**src/common/csb_pkg.sv**
```systemverilog
// Shared constants and types for the compare, skip and branch unit
package csb_pkg;

    // Widths
    localparam int PC_W   = 16;
    localparam int OFFS_W = 7;
    localparam int ADDR_W = 12;

    // Register byte offsets on the APB
    localparam logic [ADDR_W-1:0] REG_FLAGS = 12'h000;
    localparam logic [ADDR_W-1:0] REG_PC    = 12'h004;
    localparam logic [ADDR_W-1:0] REG_STAT  = 12'h008;

    // Values after reset
    localparam logic [7:0]      FLAGS_RST = 8'h00;
    localparam logic [PC_W-1:0] PC_RST    = 16'h0000;

    // Flag positions in status_flags_register
    localparam int FLG_C = 0;
    localparam int FLG_Z = 1;
    localparam int FLG_N = 2;
    localparam int FLG_V = 3;
    localparam int FLG_H = 5;

    // Status register fields
    localparam int STAT_BUSY  = 0;
    localparam int STAT_TAKEN = 1;

    // Program counter steps
    localparam logic [PC_W-1:0] PC_STEP_ONE   = 16'h0001;
    localparam logic [PC_W-1:0] PC_STEP_SKIP1 = 16'h0002;
    localparam logic [PC_W-1:0] PC_STEP_SKIP2 = 16'h0003;

    typedef enum logic [3:0] {
        OP_NOP                 = 4'h0,
        OP_COMPARE_REGS        = 4'h1,
        OP_COMPARE_WITH_BORROW = 4'h2,
        OP_COMPARE_IMMEDIATE   = 4'h3,
        OP_SKIP_REG_BIT_CLEAR  = 4'h4,
        OP_SKIP_REG_BIT_SET    = 4'h5,
        OP_SKIP_IO_BIT_CLEAR   = 4'h6,
        OP_SKIP_IO_BIT_SET     = 4'h7,
        OP_BRANCH_FLAG_SET     = 4'h8,
        OP_BRANCH_FLAG_CLEAR   = 4'h9,
        OP_BRANCH_ON_EQUAL     = 4'hA,
        OP_BRANCH_ON_NOT_EQUAL = 4'hB
    } csb_op_t;

    typedef enum logic [1:0] {
        ST_IDLE  = 2'h0,
        ST_LAST  = 2'h1,
        ST_EXTRA = 2'h3
    } csb_state_t;

    typedef struct packed {
        csb_op_t           op;
        logic [7:0]        rd_val;
        logic [7:0]        rr_val;
        logic [7:0]        imm;
        logic [2:0]        bit_sel;
        logic [OFFS_W-1:0] offs;
        logic [7:0]        io_val;
        logic              next_two_word;
    } csb_instr_t;

    typedef struct packed {
        logic h;
        logic v;
        logic n;
        logic z;
        logic c;
    } csb_cmp_flags_t;

endpackage

```
**src/core/csb_cmp_alu.sv**
```systemverilog
// Subtract-without-store flag generator for the compare instructions
`timescale 1ns/1ps
module csb_cmp_alu
(
    // Operands
    input  wire logic                    a,
    input  wire logic [7:0]              minuend,
    input  wire logic [7:0]              subtrahend,
    input  wire logic                    borrow_in,
    input  wire logic                    zero_in,
    // Result flags
    output      csb_pkg::csb_cmp_flags_t flags
);
    import csb_pkg::*;

    logic [8:0] diff;
    logic [7:0] r;

    always_comb
    begin
        diff = {1'b0, minuend} - {1'b0, subtrahend} - {8'h00, a & borrow_in};
        r    = diff[7:0];
        flags.c = diff[8];
        // Borrow form keeps zero only if it was already set
        flags.z = (r == 8'h00) && (!a || zero_in);
        flags.n = r[7];
        flags.v = (minuend[7] & ~subtrahend[7] & ~r[7]) | (~minuend[7] & subtrahend[7] & r[7]);
        flags.h = (~minuend[3] & subtrahend[3]) | (subtrahend[3] & r[3]) | (r[3] & ~minuend[3]);
    end

endmodule // csb_cmp_alu

```
**src/core/csb_apb_regs.sv**
```systemverilog
// APB slave: decode, write strobes and registered read data
`timescale 1ns/1ps
module csb_apb_regs
(
    // Clock and reset
    input  wire logic                         pclk,
    input  wire logic                         presetn,
    // APB
    input  wire logic                         psel,
    input  wire logic                         penable,
    input  wire logic                         pwrite,
    input  wire logic [csb_pkg::ADDR_W-1:0]   paddr,
    input  wire logic [31:0]                  pwdata,
    output      logic                         pready,
    output      logic                         pslverr,
    output      logic [31:0]                  prdata,
    // Register file side
    input  wire logic [7:0]                   flags_val,
    input  wire logic [csb_pkg::PC_W-1:0]     pc_val,
    input  wire logic [1:0]                   stat_val,
    output      logic                         flags_we,
    output      logic                         pc_we
);
    import csb_pkg::*;

    logic hit;
    logic commit;
    logic [31:0] rdata_d;

    assign hit     = (paddr == REG_FLAGS) || (paddr == REG_PC) || (paddr == REG_STAT);
    assign pready  = 1'b1;
    assign commit  = psel && penable;
    assign pslverr = commit && !hit;
    assign flags_we = commit && pwrite && (paddr == REG_FLAGS);
    assign pc_we    = commit && pwrite && (paddr == REG_PC);

    always_comb
    begin
        rdata_d = 32'h0000_0000;
        if (paddr == REG_FLAGS)
            rdata_d = {24'h00_0000, flags_val};
        else if (paddr == REG_PC)
            rdata_d = {16'h0000, pc_val};
        else if (paddr == REG_STAT)
            rdata_d = {30'h0000_0000, stat_val};
    end

    // Read data captured in the setup cycle
    always_ff @(posedge pclk or negedge presetn)
    begin
        if (!presetn)
            prdata <= 32'h0000_0000;
        else if (psel && !penable)
            prdata <= pwrite ? 32'h0000_0000 : rdata_d;
    end

endmodule // csb_apb_regs

```
**src/core/csb_core.sv**
```systemverilog
// Compare, bit-test skip and conditional branch execution unit
//
// Functional notes
// - Compares subtract without storing, update Z, N, V, C and H, and finish in one cycle.
// - Skip-on-register-bit-clear advances the PC by 2 or 3 when the bit is 0, flags untouched.
// - Skip-on-register-bit-set advances the PC by 2 or 3 when the bit is 1, flags untouched.
// - Skip-on-I/O-bit-clear advances the PC by 2 or 3 when the I/O bit reads 0, flags untouched.
// - Skip-on-I/O-bit-set advances the PC by 2 or 3 when the I/O bit reads 1, flags untouched.
// - Branch-on-flag-set loads PC + k + 1 when the selected flag is 1, flags untouched.
// - Branch-on-flag-clear loads PC + k + 1 when the selected flag is 0, flags untouched.
// - Branch-on-equal jumps to PC + k + 1 only when Z is 1, flags untouched.
// - Branch-on-not-equal jumps to PC + k + 1 only when Z is 0, flags untouched.
//
// Local design decisions: the APB register port and the placing of the registers.
`timescale 1ns/1ps
module csb_core
(
    // Clock and reset
    input  wire logic                       pclk,
    input  wire logic                       presetn,
    // APB register port
    input  wire logic                       psel,
    input  wire logic                       penable,
    input  wire logic                       pwrite,
    input  wire logic [csb_pkg::ADDR_W-1:0] paddr,
    input  wire logic [31:0]                pwdata,
    output      logic                       pready,
    output      logic                       pslverr,
    output      logic [31:0]                prdata,
    // Instruction issue
    input  wire csb_pkg::csb_instr_t        instr,
    input  wire logic                       instr_valid,
    output      logic                       instr_ready,
    output      logic                       retire,
    // Architectural state
    output      logic [csb_pkg::PC_W-1:0]   pc,
    output      logic [7:0]                 flags
);
    import csb_pkg::*;

    csb_state_t      state_q;
    csb_state_t      state_d;
    logic [PC_W-1:0] pc_q;
    logic [PC_W-1:0] pc_d;
    logic [7:0]      flags_q;
    logic            retire_q;
    logic            taken_q;
    logic            acc;
    logic            is_cmp;
    logic            is_skip;
    logic            is_branch;
    logic            cond;
    logic [PC_W-1:0] pc_inc;
    logic [PC_W-1:0] rel;
    logic            flags_we;
    logic            pc_we;
    logic [7:0]      cmp_b;
    csb_cmp_flags_t  cmp_f;

    assign instr_ready = (state_q == ST_IDLE);
    assign acc         = instr_valid && instr_ready;
    assign pc          = pc_q;
    assign flags       = flags_q;
    assign retire      = retire_q;

    assign is_cmp    = (instr.op == OP_COMPARE_REGS) || (instr.op == OP_COMPARE_WITH_BORROW)
                    || (instr.op == OP_COMPARE_IMMEDIATE);
    assign is_skip   = (instr.op >= OP_SKIP_REG_BIT_CLEAR) && (instr.op <= OP_SKIP_IO_BIT_SET);
    assign is_branch = (instr.op >= OP_BRANCH_FLAG_SET) && (instr.op <= OP_BRANCH_ON_NOT_EQUAL);

    // Immediate form takes K in place of the second register
    assign cmp_b = (instr.op == OP_COMPARE_IMMEDIATE) ? instr.imm : instr.rr_val;

    csb_cmp_alu u_alu
    (
        .a          (instr.op == OP_COMPARE_WITH_BORROW),
        .minuend    (instr.rd_val),
        .subtrahend (cmp_b),
        .borrow_in  (flags_q[FLG_C]),
        .zero_in    (flags_q[FLG_Z]),
        .flags      (cmp_f)
    );

    csb_apb_regs u_regs
    (
        .pclk      (pclk),
        .presetn   (presetn),
        .psel      (psel),
        .penable   (penable),
        .pwrite    (pwrite),
        .paddr     (paddr),
        .pwdata    (pwdata),
        .pready    (pready),
        .pslverr   (pslverr),
        .prdata    (prdata),
        .flags_val (flags_q),
        .pc_val    (pc_q),
        .stat_val  ({taken_q, !instr_ready}),
        .flags_we  (flags_we),
        .pc_we     (pc_we)
    );

    // Condition of the skip or branch
    always_comb
    begin
        cond = 1'b0;
        case (instr.op)
            OP_SKIP_REG_BIT_CLEAR:  cond = !instr.rr_val[instr.bit_sel];
            OP_SKIP_REG_BIT_SET:    cond = instr.rr_val[instr.bit_sel];
            OP_SKIP_IO_BIT_CLEAR:   cond = !instr.io_val[instr.bit_sel];
            OP_SKIP_IO_BIT_SET:     cond = instr.io_val[instr.bit_sel];
            OP_BRANCH_FLAG_SET:     cond = flags_q[instr.bit_sel];
            OP_BRANCH_FLAG_CLEAR:   cond = !flags_q[instr.bit_sel];
            OP_BRANCH_ON_EQUAL:     cond = flags_q[FLG_Z];
            OP_BRANCH_ON_NOT_EQUAL: cond = !flags_q[FLG_Z];
            default:                cond = 1'b0;
        endcase
    end

    assign pc_inc = pc_q + PC_STEP_ONE;
    assign rel    = {{(PC_W-OFFS_W){instr.offs[OFFS_W-1]}}, instr.offs};

    always_comb
    begin
        pc_d = pc_q;
        if (acc && instr.op != OP_NOP)
        begin
            if (cond && is_branch)
                pc_d = pc_inc + rel;
            else if (cond && is_skip)
                pc_d = pc_q + (instr.next_two_word ? PC_STEP_SKIP2 : PC_STEP_SKIP1);
            else
                pc_d = pc_inc;
        end
    end

    // Stall states for taken skips and branches
    always_comb
    begin
        state_d = state_q;
        unique case (state_q)
            ST_IDLE:
                if (acc && cond && is_skip && instr.next_two_word)
                    state_d = ST_EXTRA;
                else if (acc && cond && (is_skip || is_branch))
                    state_d = ST_LAST;
            ST_EXTRA:
                state_d = ST_LAST;
            ST_LAST:
                state_d = ST_IDLE;
            default:
                state_d = ST_IDLE;
        endcase
    end

    always_ff @(posedge pclk or negedge presetn)
    begin
        if (!presetn)
            state_q <= ST_IDLE;
        else
            state_q <= state_d;
    end

    // Program counter; an issued instruction wins over a bus write
    always_ff @(posedge pclk or negedge presetn)
    begin
        if (!presetn)
            pc_q <= PC_RST;
        else if (acc)
            pc_q <= pc_d;
        else if (pc_we)
            pc_q <= pwdata[PC_W-1:0];
    end

    // Flags change only for compares, or for a bus write in a cycle with no instruction issued
    always_ff @(posedge pclk or negedge presetn)
    begin
        if (!presetn)
            flags_q <= FLAGS_RST;
        else if (acc && is_cmp)
        begin
            flags_q[FLG_C] <= cmp_f.c;
            flags_q[FLG_Z] <= cmp_f.z;
            flags_q[FLG_N] <= cmp_f.n;
            flags_q[FLG_V] <= cmp_f.v;
            flags_q[FLG_H] <= cmp_f.h;
        end
        else if (flags_we && !acc)
            flags_q <= pwdata[7:0];
    end

    // Completion pulse and last-taken status
    always_ff @(posedge pclk or negedge presetn)
    begin
        if (!presetn)
        begin
            retire_q <= 1'b0;
            taken_q  <= 1'b0;
        end
        else
        begin
            retire_q <= (acc && !(cond && (is_skip || is_branch))) || (state_q == ST_LAST);
            if (acc && (is_skip || is_branch))
                taken_q <= cond;
        end
    end
endmodule // csb_core

```
**config.mk**
```make
export PLATFORM = sky130hd
export DESIGN_NAME = csb_core
export DESIGN_NICKNAME = d
export VERILOG_FILES = /design/src/common/csb_pkg.sv /design/src/core/csb_cmp_alu.sv /design/src/core/csb_apb_regs.sv /design/src/core/csb_core.sv
export SDC_FILE = /design/constraint.sdc
export NUM_CORES = 1
export LEC_CHECK = 0
export ABC_AREA = 1
export BUFFER_PORTS_ARGS = -buffer_cell sky130_fd_sc_hd__buf_2
export CELL_PAD_IN_SITES_DETAIL_PLACEMENT = 1
export CELL_PAD_IN_SITES_GLOBAL_PLACEMENT = 2
export CORE_MARGIN = 3
export CORE_UTILIZATION = 29
export CTS_CLUSTER_DIAMETER = 50
export DETAILED_ROUTE_END_ITERATION = 7
export GPL_TIMING_DRIVEN = 0
export PLACE_DENSITY = 0.95
export SLEW_MARGIN = 20
export SYNTH_ARGS = -nofsm -noshare
export SYNTH_HDL_FRONTEND = slang
export SYNTH_SLANG_ARGS = --single-unit
```
**constraint.sdc**
```tcl
create_clock -name pclk -period 7.65 [get_ports pclk]
set_input_delay 1.1475 -clock pclk [delete_from_list [all_inputs] [get_ports pclk]]
set_output_delay 1.1475 -clock pclk [all_outputs]
set_load 0.005 [all_outputs]
```
# Word-level counts from Yosys, hierarchy flattened
# Cells that the tools add are included.
[totals]
mem_count = 0
regBits = 60
rom_bits = 0
latchBits = 0
inputBits = 97
mem_bits_rw = 0
[classes]
div_mod_pow = 0
order_cmp = 5
addsub = 5
n_bitwise = 16
n_reduce_logical = 47
mul = 0
n_eq_ne = 17
n_shift = 0
mux = 24
[op_table]
columns = ["operator", "n"]
rows = [
  ["$mux W32", 3],
  ["$mux W16", 5],
  ["$logic_and A1 B1 Y1", 22],
  ["$add A16 B1 Y16 const B", 1],
  ["$add A16 B16 Y16", 1],
  ["$add A16 B2 Y16", 1],
  ["$eq A4 B3 Y1 const B", 4],
  ["$eq A4 B4 Y1 const B", 4],
  ["$eq A12 B3 Y1 const B", 1],
  ["$eq A12 B4 Y1 const B", 1],
  ["$logic_not A12 Y1", 1],
  ["$logic_not A1 Y1", 10],
  ["$bmux W1 S3", 3],
  ["$sub A8 B8 Y9", 1],
  ["$sub A9 B1 Y9", 1],
  ["$and A1 B1 Y1", 8],
  ["$eq A4 B2 Y1 const B", 2],
  ["$logic_not A8 Y1", 1],
  ["$mux W8", 1],
  ["$pmux W1 S8", 1],
  ["$logic_or A1 B1 Y1", 7],
  ["$mux W2", 3],
  ["$mux W6", 1],
  ["$mux W1", 5],
  ["other kinds (18)", 26],
]

# Logic depth before layout (Yosys ltp)
# Gate-level depths: netlist of run 1.
[logic_depth]
ltp_word = 9
ltp_mapped = 22
depth_no_buf = 21

# Hierarchy
# From an unflattened synthesis of run 1, not the netlist that was laid out.
[hier_totals]
cells_unflattened = 856
area_unflattened_um2 = 5345.1
[modules_own_cells]
columns = ["module", "cells_per_inst", "area_each_um2", "n_inst", "seq_area_each_um2"]
rows = [
  ["csb_core", 598, 3636.0, 1, 700.7],
  ["csb_apb_regs", 150, 1078.5, 1, 400.4],
  ["csb_cmp_alu", 108, 630.6, 1, 0.0],
]

# Worst setup path before layout of run 1
# No wires, ideal clock.
[synth_path]
path_kind = "input to register"
startpoint = "input port instr[45] (netlist name)"
endpoint = "register flags_q[0] (netlist: flags[0])"
path_stages = 18
slack_ns = 3.725
arrival_time_ns = 3.794
path_cell_list = "inv_1 ha_1 nand2_1 clkbuf_1 a21oi_1 fa_1 fa_1 nand2_1 nand2_1 nand2_1 a21oi_1 o21ai_0 nand2_1 nand2_1 a21oi_1 or2_2 nand3_1 o211ai_1"
[synth_via]
elab_chain_len = 5
[synth_lines]
columns = ["element", "line", "source"]
rows = [
  ["start: declaration", "csb_core.sv:31", "input wire csb_pkg::csb_instr_t instr,"],
  ["$eq A4 B2 Y1, or another cell as far along", "csb_core.sv:67, csb_core.sv:72", ""],
  ["$mux W8 or $logic_or A1 B1 Y1 (tied branches)", "csb_core.sv:72, csb_core.sv:66", ""],
  ["$sub A8 B8 Y9 or $logic_or A1 B1 Y1 (tied branches)", "csb_cmp_alu.sv:21, csb_core.sv:67", ""],
  ["$sub A9 B1 Y9 or $logic_and A1 B1 Y1 (tied branches)", "csb_cmp_alu.sv:21, csb_core.sv:180", ""],
  ["$mux W4 or $reduce_bool A2 Y1 (tied branches)", "-", ""],
  ["end signal: indexed assignment", "csb_core.sv:182", "flags_q[FLG_C] <= cmp_f.c;"],
  ["end signal: indexed assignment", "csb_core.sv:183", "flags_q[FLG_Z] <= cmp_f.z;"],
  ["end signal: indexed assignment", "csb_core.sv:184", "flags_q[FLG_N] <= cmp_f.n;"],
  ["end: declaration", "csb_core.sv:45", "logic [7:0] flags_q;"],
]
# Several ways; a longest one is shown, not always the timed one.
# A chain may end at the register's enable or synchronous reset.

# Final worst setup path of run 1
# Ends and elaborated chain as after synthesis.

==> results of run 1 <==
[registers in the layout, indices dropped and copies added, names as in the netlist]
register       count
state_q            2
retire             1
pc                16
taken_q            1
u_regs.prdata     16
flags              8
[area by class of cell]
cell class,count,area [µm²]
multi-input cells,602,3333
repair buffers,123,618.1
fillers,2340,11080
plain buffers,40,250.2
well taps,225,281.5
clock buffers,5,125.1
inverters,139,521.8
clock inverters,3,42.54
flip-flops and latches,44,1101
[per-stage QoR]
step	total power, mW	hold WS, ns	setup WS [ns]	cells	instance area, µm²
5_1_grt	1.985	0.5127	3.187	1181	6274
2_1_floorplan	1.177	0.4699	3.725	825	5206
6_report	1.801	0.4882	3.528	1181	6274
4_1_cts	1.813	0.4872	3.497	1181	6271
3_5_place_dp	1.542	0.4708	3.196	1173	6103
3_3_place_gp	1.525	0.4772	3.253	1173	6103
[synth_stat cells]
master      n  area [µm²]
nand2_1   220       825.8
inv_1     120       450.4
nor2_1     72       270.3
nand3_1    58       290.3
dfrtp_1    44        1101
ha_1       38       475.5
xor2_1     37       324.1
a21oi_1    32       160.2
nand4_1    29       181.4
o21ai_0    22       110.1
buf_4      21       157.7
inv_2      11       41.29
clkbuf_1    9       33.78
clkinv_1    8       30.03
a21oi_2     7       61.31
nor3_1      7       35.03
o211ai_1    7       52.55
a22o_1      6       52.55
xnor2_1     6       52.55
buf_2       5       25.02
o22ai_1     5       31.28
nor2_2      4       25.02
o21bai_1    4       30.03
a21o_1      3       22.52
a31oi_1     3       18.77
buf_1       3       11.26
fa_1        3       60.06
o21ai_1     3       15.01
o221ai_1    3       26.28
a32o_1      2       20.02
buf_6       2       22.52
conb_1      2       7.510
nand3_4     2       35.03
nor3_2      2       20.02
nor4_1      2       12.51
or2_1       2       12.51
or2_2       2       12.51
nand2_4     1       11.26
nand3b_1    1       7.510
o32ai_1     1       8.760
o41ai_1     1       8.760
[cell families after synthesis]
kind of cell | synth area share
fa+ha+maj | 0.1040
xor+xnor | 0.07313
buf+inv | 0.1499
flops | 0.2138
other cells | 0.001458
compound gates | 0.1200
simple gates | 0.3377
[path summary, 6_finish.rpt]
path / startpoint / slack (ns) / cells past startpoint / endpoint
setup / recovery: instr[45] / 3.53 / 19 / flags[0]
hold / removal: u_regs.prdata[10] / 0.49 / 2 / u_regs.prdata[10]
setup reg to reg: pc[4] / 4.33 / 19 / pc[15]
hold reg to reg: u_regs.prdata[10] / 0.49 / 2 / u_regs.prdata[10]
max in group asynchronous: presetn / 6.37 / 1 / pc[5]
min in group asynchronous: presetn / 0.84 / 1 / pc[15]
[power groups by stage]
stage / sequential, mW / combinational [mW] / clock, mW
floorplan: 0.362 / 0.815 / 0
global placement: 0.384 / 1.14 / 0
detailed placement: 0.385 / 1.16 / 0
CTS: 0.381 / 1.17 / 0.260
global route: 0.390 / 1.33 / 0.264
finish: 0.381 / 1.16 / 0.255
[metal layers]
layer | vias to the layer above | wire length, µm | track usage
met5 | - | 0 | 0
met4 | 0 | 191 | 0.03965
met3 | 12 | 819 | 0.02715
met2 | 111 | 9083 | 0.3384
met1 | 2558 | 8036 | 0.2352
li1 | 2847 | - | -
[critical path, stage by stage]
cell      delay, ns
buf_2          0.09
inv_1          0.05
ha_1           0.24
nand2_1        0.18
clkbuf_1       0.33
a21oi_1        0.16
fa_1           0.45
fa_1           0.40
nand2_1        0.10
nand2_1        0.05
nand2_1        0.08
a21oi_1        0.07
o21ai_0        0.24
nand2_1        0.11
nand2_1        0.08
a21oi_1        0.07
or2_2          0.27
nand3_1        0.08
o211ai_1       0.09
==> flow_summary_export.csv, run 1 <==
group,metric,value,unit
synth,yosysSeqAreaShare,0.2138,
timing,max_slew_margin,0.5230,
layout,insertedDiodeCount,0,
global_route,globalRouteOverflowTotal,0,
timing,final-setup-viol-count,0,
clocking,numCtsBuffers,5,
critical_path,worstPathRequired,7.82,ns
min_path,hp-class,"reg -> reg",
clocking,cts_setup_buffers,0,
power,p_clk_frac,0.142,
timing,final.min_clock_period,4.122,ns
timing,min_period_over_period,0.5388,
place,port_buffers,123,
global_route,grt_usage,0.1868,
die,die_h,139.3,µm
critical_path,crit_type,"in -> reg",
die,rows,48,
clocking,cts_hold_buf,0,
synth,synth_cells,810,
clocking,numClockSinks,44,
route,drt-vias-per-instance,4.681,
timing,fin_skew,0.009674,ns
die,initial_core_util,0.2967,
global_route,grt_pass1_wl,29820,µm
timing,fmax,242.6,MHz
critical_path,cp_max_fo,10,
clocking,clkLatencyLatePin,0.30,ns
timing,slew_viol_final,0,
power,p_switching,0.9266,mW
power,power.internal,0.8744,mW
layout,final_core_util,0.3614,
power,power_frac_seq,0.212,
route,dr.pass1.iters,4,
route,postRouteAntennaNets,0,
layout,area_growth,21.82,%
outcome,status,"finished clean",
timing,worst_slew_pin_slew,0.7129,ns
global_route,grt_antenna_before_repair,0,
die,ios,157,
die,die-area,19390,µm²
place,place_congestion,0.8924,
global_route,grt_max_degree,45,
route,drc_errors,0,
critical_path,start_kind,"input pin",
synth,yosysWarnings,0,
place,place_hpwl,15320,µm
route,via_count,5528,
power,switching_share,0.5145,
timing,fin_setup_tns,0,ns
layout,final_common_cell,"nand2_1",
clocking,htreeDepth,2,
timing,rsz0062_at_grt,"no",
die,fp.dieW,139.3,µm
route,drt_wl_total,18130,µm
clocking,clkSlewWorstSetupHoldPaths,0.07,ns
power,pwr-share-comb,0.647,
critical_path,endpoint_kind,"flop",
clocking,cts_tree,"built",
run,cap_viol_max_count,0,
global_route,grt_pass1_vias,5797,
layout,layout_common_cells,"nand2_1, buf_2, inv_1",
synth,synth_cell_types,41,
die,coreArea,17360,µm²
clocking,clockRootBuffer,"clkbuf_16",
critical_path,cp.arrival,4.29,ns
timing,hold_violations,0,
synth,synth_seq_cells,44,
power,ir_drop,0.0001095,V
route,detail_route.iter0.violations,217,
clocking,cts_resized,0,
power,p_leak,3.501,nW
synth,synth_area,5150,µm²
layout,finish.net_count,1093,
layout,drive_gt1_frac,0.1967,
route,wire_per_inst,15.35,µm
power,powerDensity,287.1,nW/µm²
clocking,clockBufferDepth,2,
synth,synth.avg_cell_area,6.358,µm²
Note: power is estimated with default switching activity, not from simulation.
==> run 2, diff against run 1 <==
- ABC_AREA: 1 -> 0
- CORE_UTILIZATION: 29 -> 26
- PLACE_DENSITY: 0.95 -> 0.89
- clock period: 7.65 -> 3.5 ns (I/O delays scaled with it)
==> run 2 against run 1 <==
- synthesized area decreased by 11%
- die area is 1.0% lower
- cell count fell by 22%
- worst hold slack got worse by 0.25 ns
- largest power group unchanged
==> flow_summary_export.csv, run 2 <==
group,metric,value,unit
critical_path,r2r-start,"pc[2]",
run,cap_viol_max_count,0,
clocking,clkLatencyLatePin,0.29,ns
critical_path,r2r_end,"pc[12]",
critical_path,cp_max_fo,7,
power,p_total,3.682,mW
route,via_count,4596,
timing,max_slew_margin,0.4962,
synth,synth_cells,551,
place,place_hpwl,12980,µm
synth,synth_cell_types,62,
critical_path,endpoint_kind,"flop",
route,drc_errors,0,
critical_path,crit_slowest_cell,"mux2_2",
place,pre_cts_slack,-0.6018,ns
die,fp.dieW,138.5,µm
clocking,clkSlewWorstSetupHoldPaths,0.06,ns
synth,synth_edf_count,0,
layout,final_common_cell,"buf_2",
place,port_buffers,121,
timing,final-setup-viol-count,0,
critical_path,r2r_cells,12,
route,dr.pass1.iters,4,
synth,yosysWarnings,0,
layout,insertedDiodeCount,0,
synth,yosysSeqAreaShare,0.2411,
route,wire_per_inst,17.24,µm
timing,final.min_clock_period,3.299,ns
outcome,status,"finished clean",
layout,area_growth,26.52,%
die,rows,47,
place,place_congestion,0.8082,
critical_path,cp.arrival,3.46,ns
route,drt-vias-per-instance,5.012,
layout,finish.net_count,835,
timing,worst_slew_pin_slew,0.7521,ns
critical_path,r2r_slack,0.28,ns
timing,finalWorstSetupSlack,0.2013,ns
die,die-area,19190,µm²
global_route,grt_usage,0.1590,
power,ir_drop,0.0002621,V
clocking,cts_hold_buf,0,
synth,synth_seq_cells,44,
route,detail_route.iter0.violations,198,
power,powerDensity,637.2,nW/µm²
synth,synth.area.top_cells,"dfrtp_1, ha_1, mux2i_1, nand2_1, o21ai_0",
global_route,grt_antenna_before_repair,1,
layout,final_core_util,0.3424,
clocking,cts_tree,"built",
timing,min_period_over_period,0.9425,
clocking,clockBufferDepth,2,
die,die_h,138.5,µm
synth,ys.flop_type,"dfrtp_1",
global_route,grt_pass1_vias,4693,
clocking,numClockSinks,44,
global_route,grt_max_degree,45,
global_route,grt_pass1_wl,25050,µm
power,p_leak,2.818,nW
die,ios,157,
timing,fmax,303.2,MHz
clocking,numCtsBuffers,5,
synth,synth_area,4567,µm²
critical_path,crit_type,"in -> reg",
synth,yosys.area.top_type,"dfrtp_1",
synth,synth.most_common_cell,"nand2_1",
layout,drive_gt1_frac,0.2798,
timing,slew_viol_final,0,
synth,synth.avg_cell_area,8.288,µm²
clocking,htreeDepth,2,
layout,layout_common_cells,"buf_2, nand2_1, dfrtp_1",
route,postRouteAntennaNets,0,
synth,synth_top_area_share,0.2411,
critical_path,start_kind,"input pin",
critical_path,crit_chain,"buf_2 -> inv_1 -> ha_4 -> nand3_4 -> buf_4 -> mux2_2 -> ha_1 -> inv_1 -> ha_1 -> a21boi_0 -> o21a_1 -> o21ai_0 -> nand2b_1 -> a21oi_2 -> xor2_2 -> mux2i_1 -> o21ai_0",
synth,synth_top_cells_by_count,"nand2_1, dfrtp_1, o21ai_0, ha_1, inv_1",
die,coreArea,16880,µm²
clocking,clockRootBuffer,"clkbuf_16",
critical_path,crit_path_max_incr_delay,0.35,ns
timing,rsz0062_at_grt,"no",
critical_path,worstPathRequired,3.66,ns
die,initial_core_util,0.2706,
layout,fill_cells,2086,
global_route,globalRouteOverflowTotal,0,
timing,hold_violations,0,
synth,synthArstFlopShare,1.000,
timing,fin_skew,0.006022,ns
min_path,hp-class,"in -> async",
route,drt_wl_total,15810,µm
==> run 2: cell count changes after synthesis, sizes merged, moves of 9 or more <==
cell	previous run	this run
mux2i	0	25
a31oi	3	12
mux2	0	11
xnor2	6	22
nand3	60	18
nand4	29	6
xor2	37	19
nor2	76	34
nor2b	0	10
nand2	221	55
o21ai	25	46
inv	131	35
==> run 2: per-layer routing <==
layer | vias to the layer above | GRT usage | share of wire | wire [µm]
li1 | 2228 | - | - | -
met1 | 2216 | 0.2087 | 0.44 | 6888
met5 | - | 0 | 0.00044 | 7
met4 | 2 | 0.02132 | 0.0063 | 100
met3 | 11 | 0.03207 | 0.069 | 1090
met2 | 139 | 0.2777 | 0.49 | 7723
==> run 2: stage by stage <==
step | cell area, µm² | cells | setup TNS, ns | hold slack [ns]
after CTS | 5733 | 917 | 0 | 0.4701
after detailed placement | 5504 | 907 | -1.836 | 0.4683
after global placement | 5504 | 907 | -1.501 | 0.4580
after floorplan | 4623 | 566 | 0 | 0.2294
after global routing | 5778 | 917 | 0 | 0.2858
final | 5778 | 917 | 0 | 0.2351
==> run 2: power breakdown <==
part | switching (mW) | internal [mW]
Sequential | 0.206 | 0.645
Combinational | 1.27 | 0.957
Clock | 0.199 | 0.405
==> run 2: cells by family (layout without fill, tap and decap cells) <==
group                      count (synthesis)  in the layout  synth area share
AOI/OAI and AO/OA                        148            148            0.2121
xor gates and xnor gates                  41             41           0.07863
adders and majority gates                 41             41            0.1173
buffers and inverters                     77            208           0.08192
DFF                                       44             44            0.2411
muxes                                     38             38           0.09452
other                                      2             17          0.001644
and+or+nand+nor                          160            160            0.1729
==> run 2: worst max path at each step <==
| stage | from | endpoint | slack [ns] | cells past startpoint |
|---|---|---|---|---|
| 2_1_floorplan | instr[45] | flags[3] | 0.04 | 16 |
| 3_3_place_gp | instr[45] | flags[3] | -0.53 | 17 |
| 3_5_place_dp | instr[46] | flags[3] | -0.60 | 17 |
| 4_1_cts | instr[46] | flags[3] | 0.03 | 17 |
| 5_1_grt | instr[46] | flags[3] | 0.004 | 17 |
| 6_report | instr[46] | flags[3] | 0.20 | 17 |
==> run 2: layout make-up <==
type	instances	area (µm²)	area share
Timing Repair Buffer	125	638.1	0.1104
Sequential cell	44	1104	0.1910
Multi-Input combinational cell	445	3203	0.5544
Tap cell	220	275.3	0.04764
Clock buffer	5	125.1	0.02165
Inverter	35	131.4	0.02274
Clock inverter	2	60.06	0.01039
Buffer	41	241.5	0.04179
==> run 2: worst max-delay path: cells and delay by family <==
kind | cells | cell delay, ns
AO/OA/AOI/OAI | 5 | 0.79
XOR/XNOR | 1 | 0.21
adder cells (fa/ha/maj) | 3 | 0.79
buffers and inverters | 4 | 0.39
multiplexers | 2 | 0.56
AND/OR/NAND/NOR | 2 | 0.18
==> run 2: what timing repair did <==
item,in CTS,in global routing
setup buffers,3,1
endpoints found under the setup margin,5,8
gates resized for setup,5,14
pin swaps,1,2
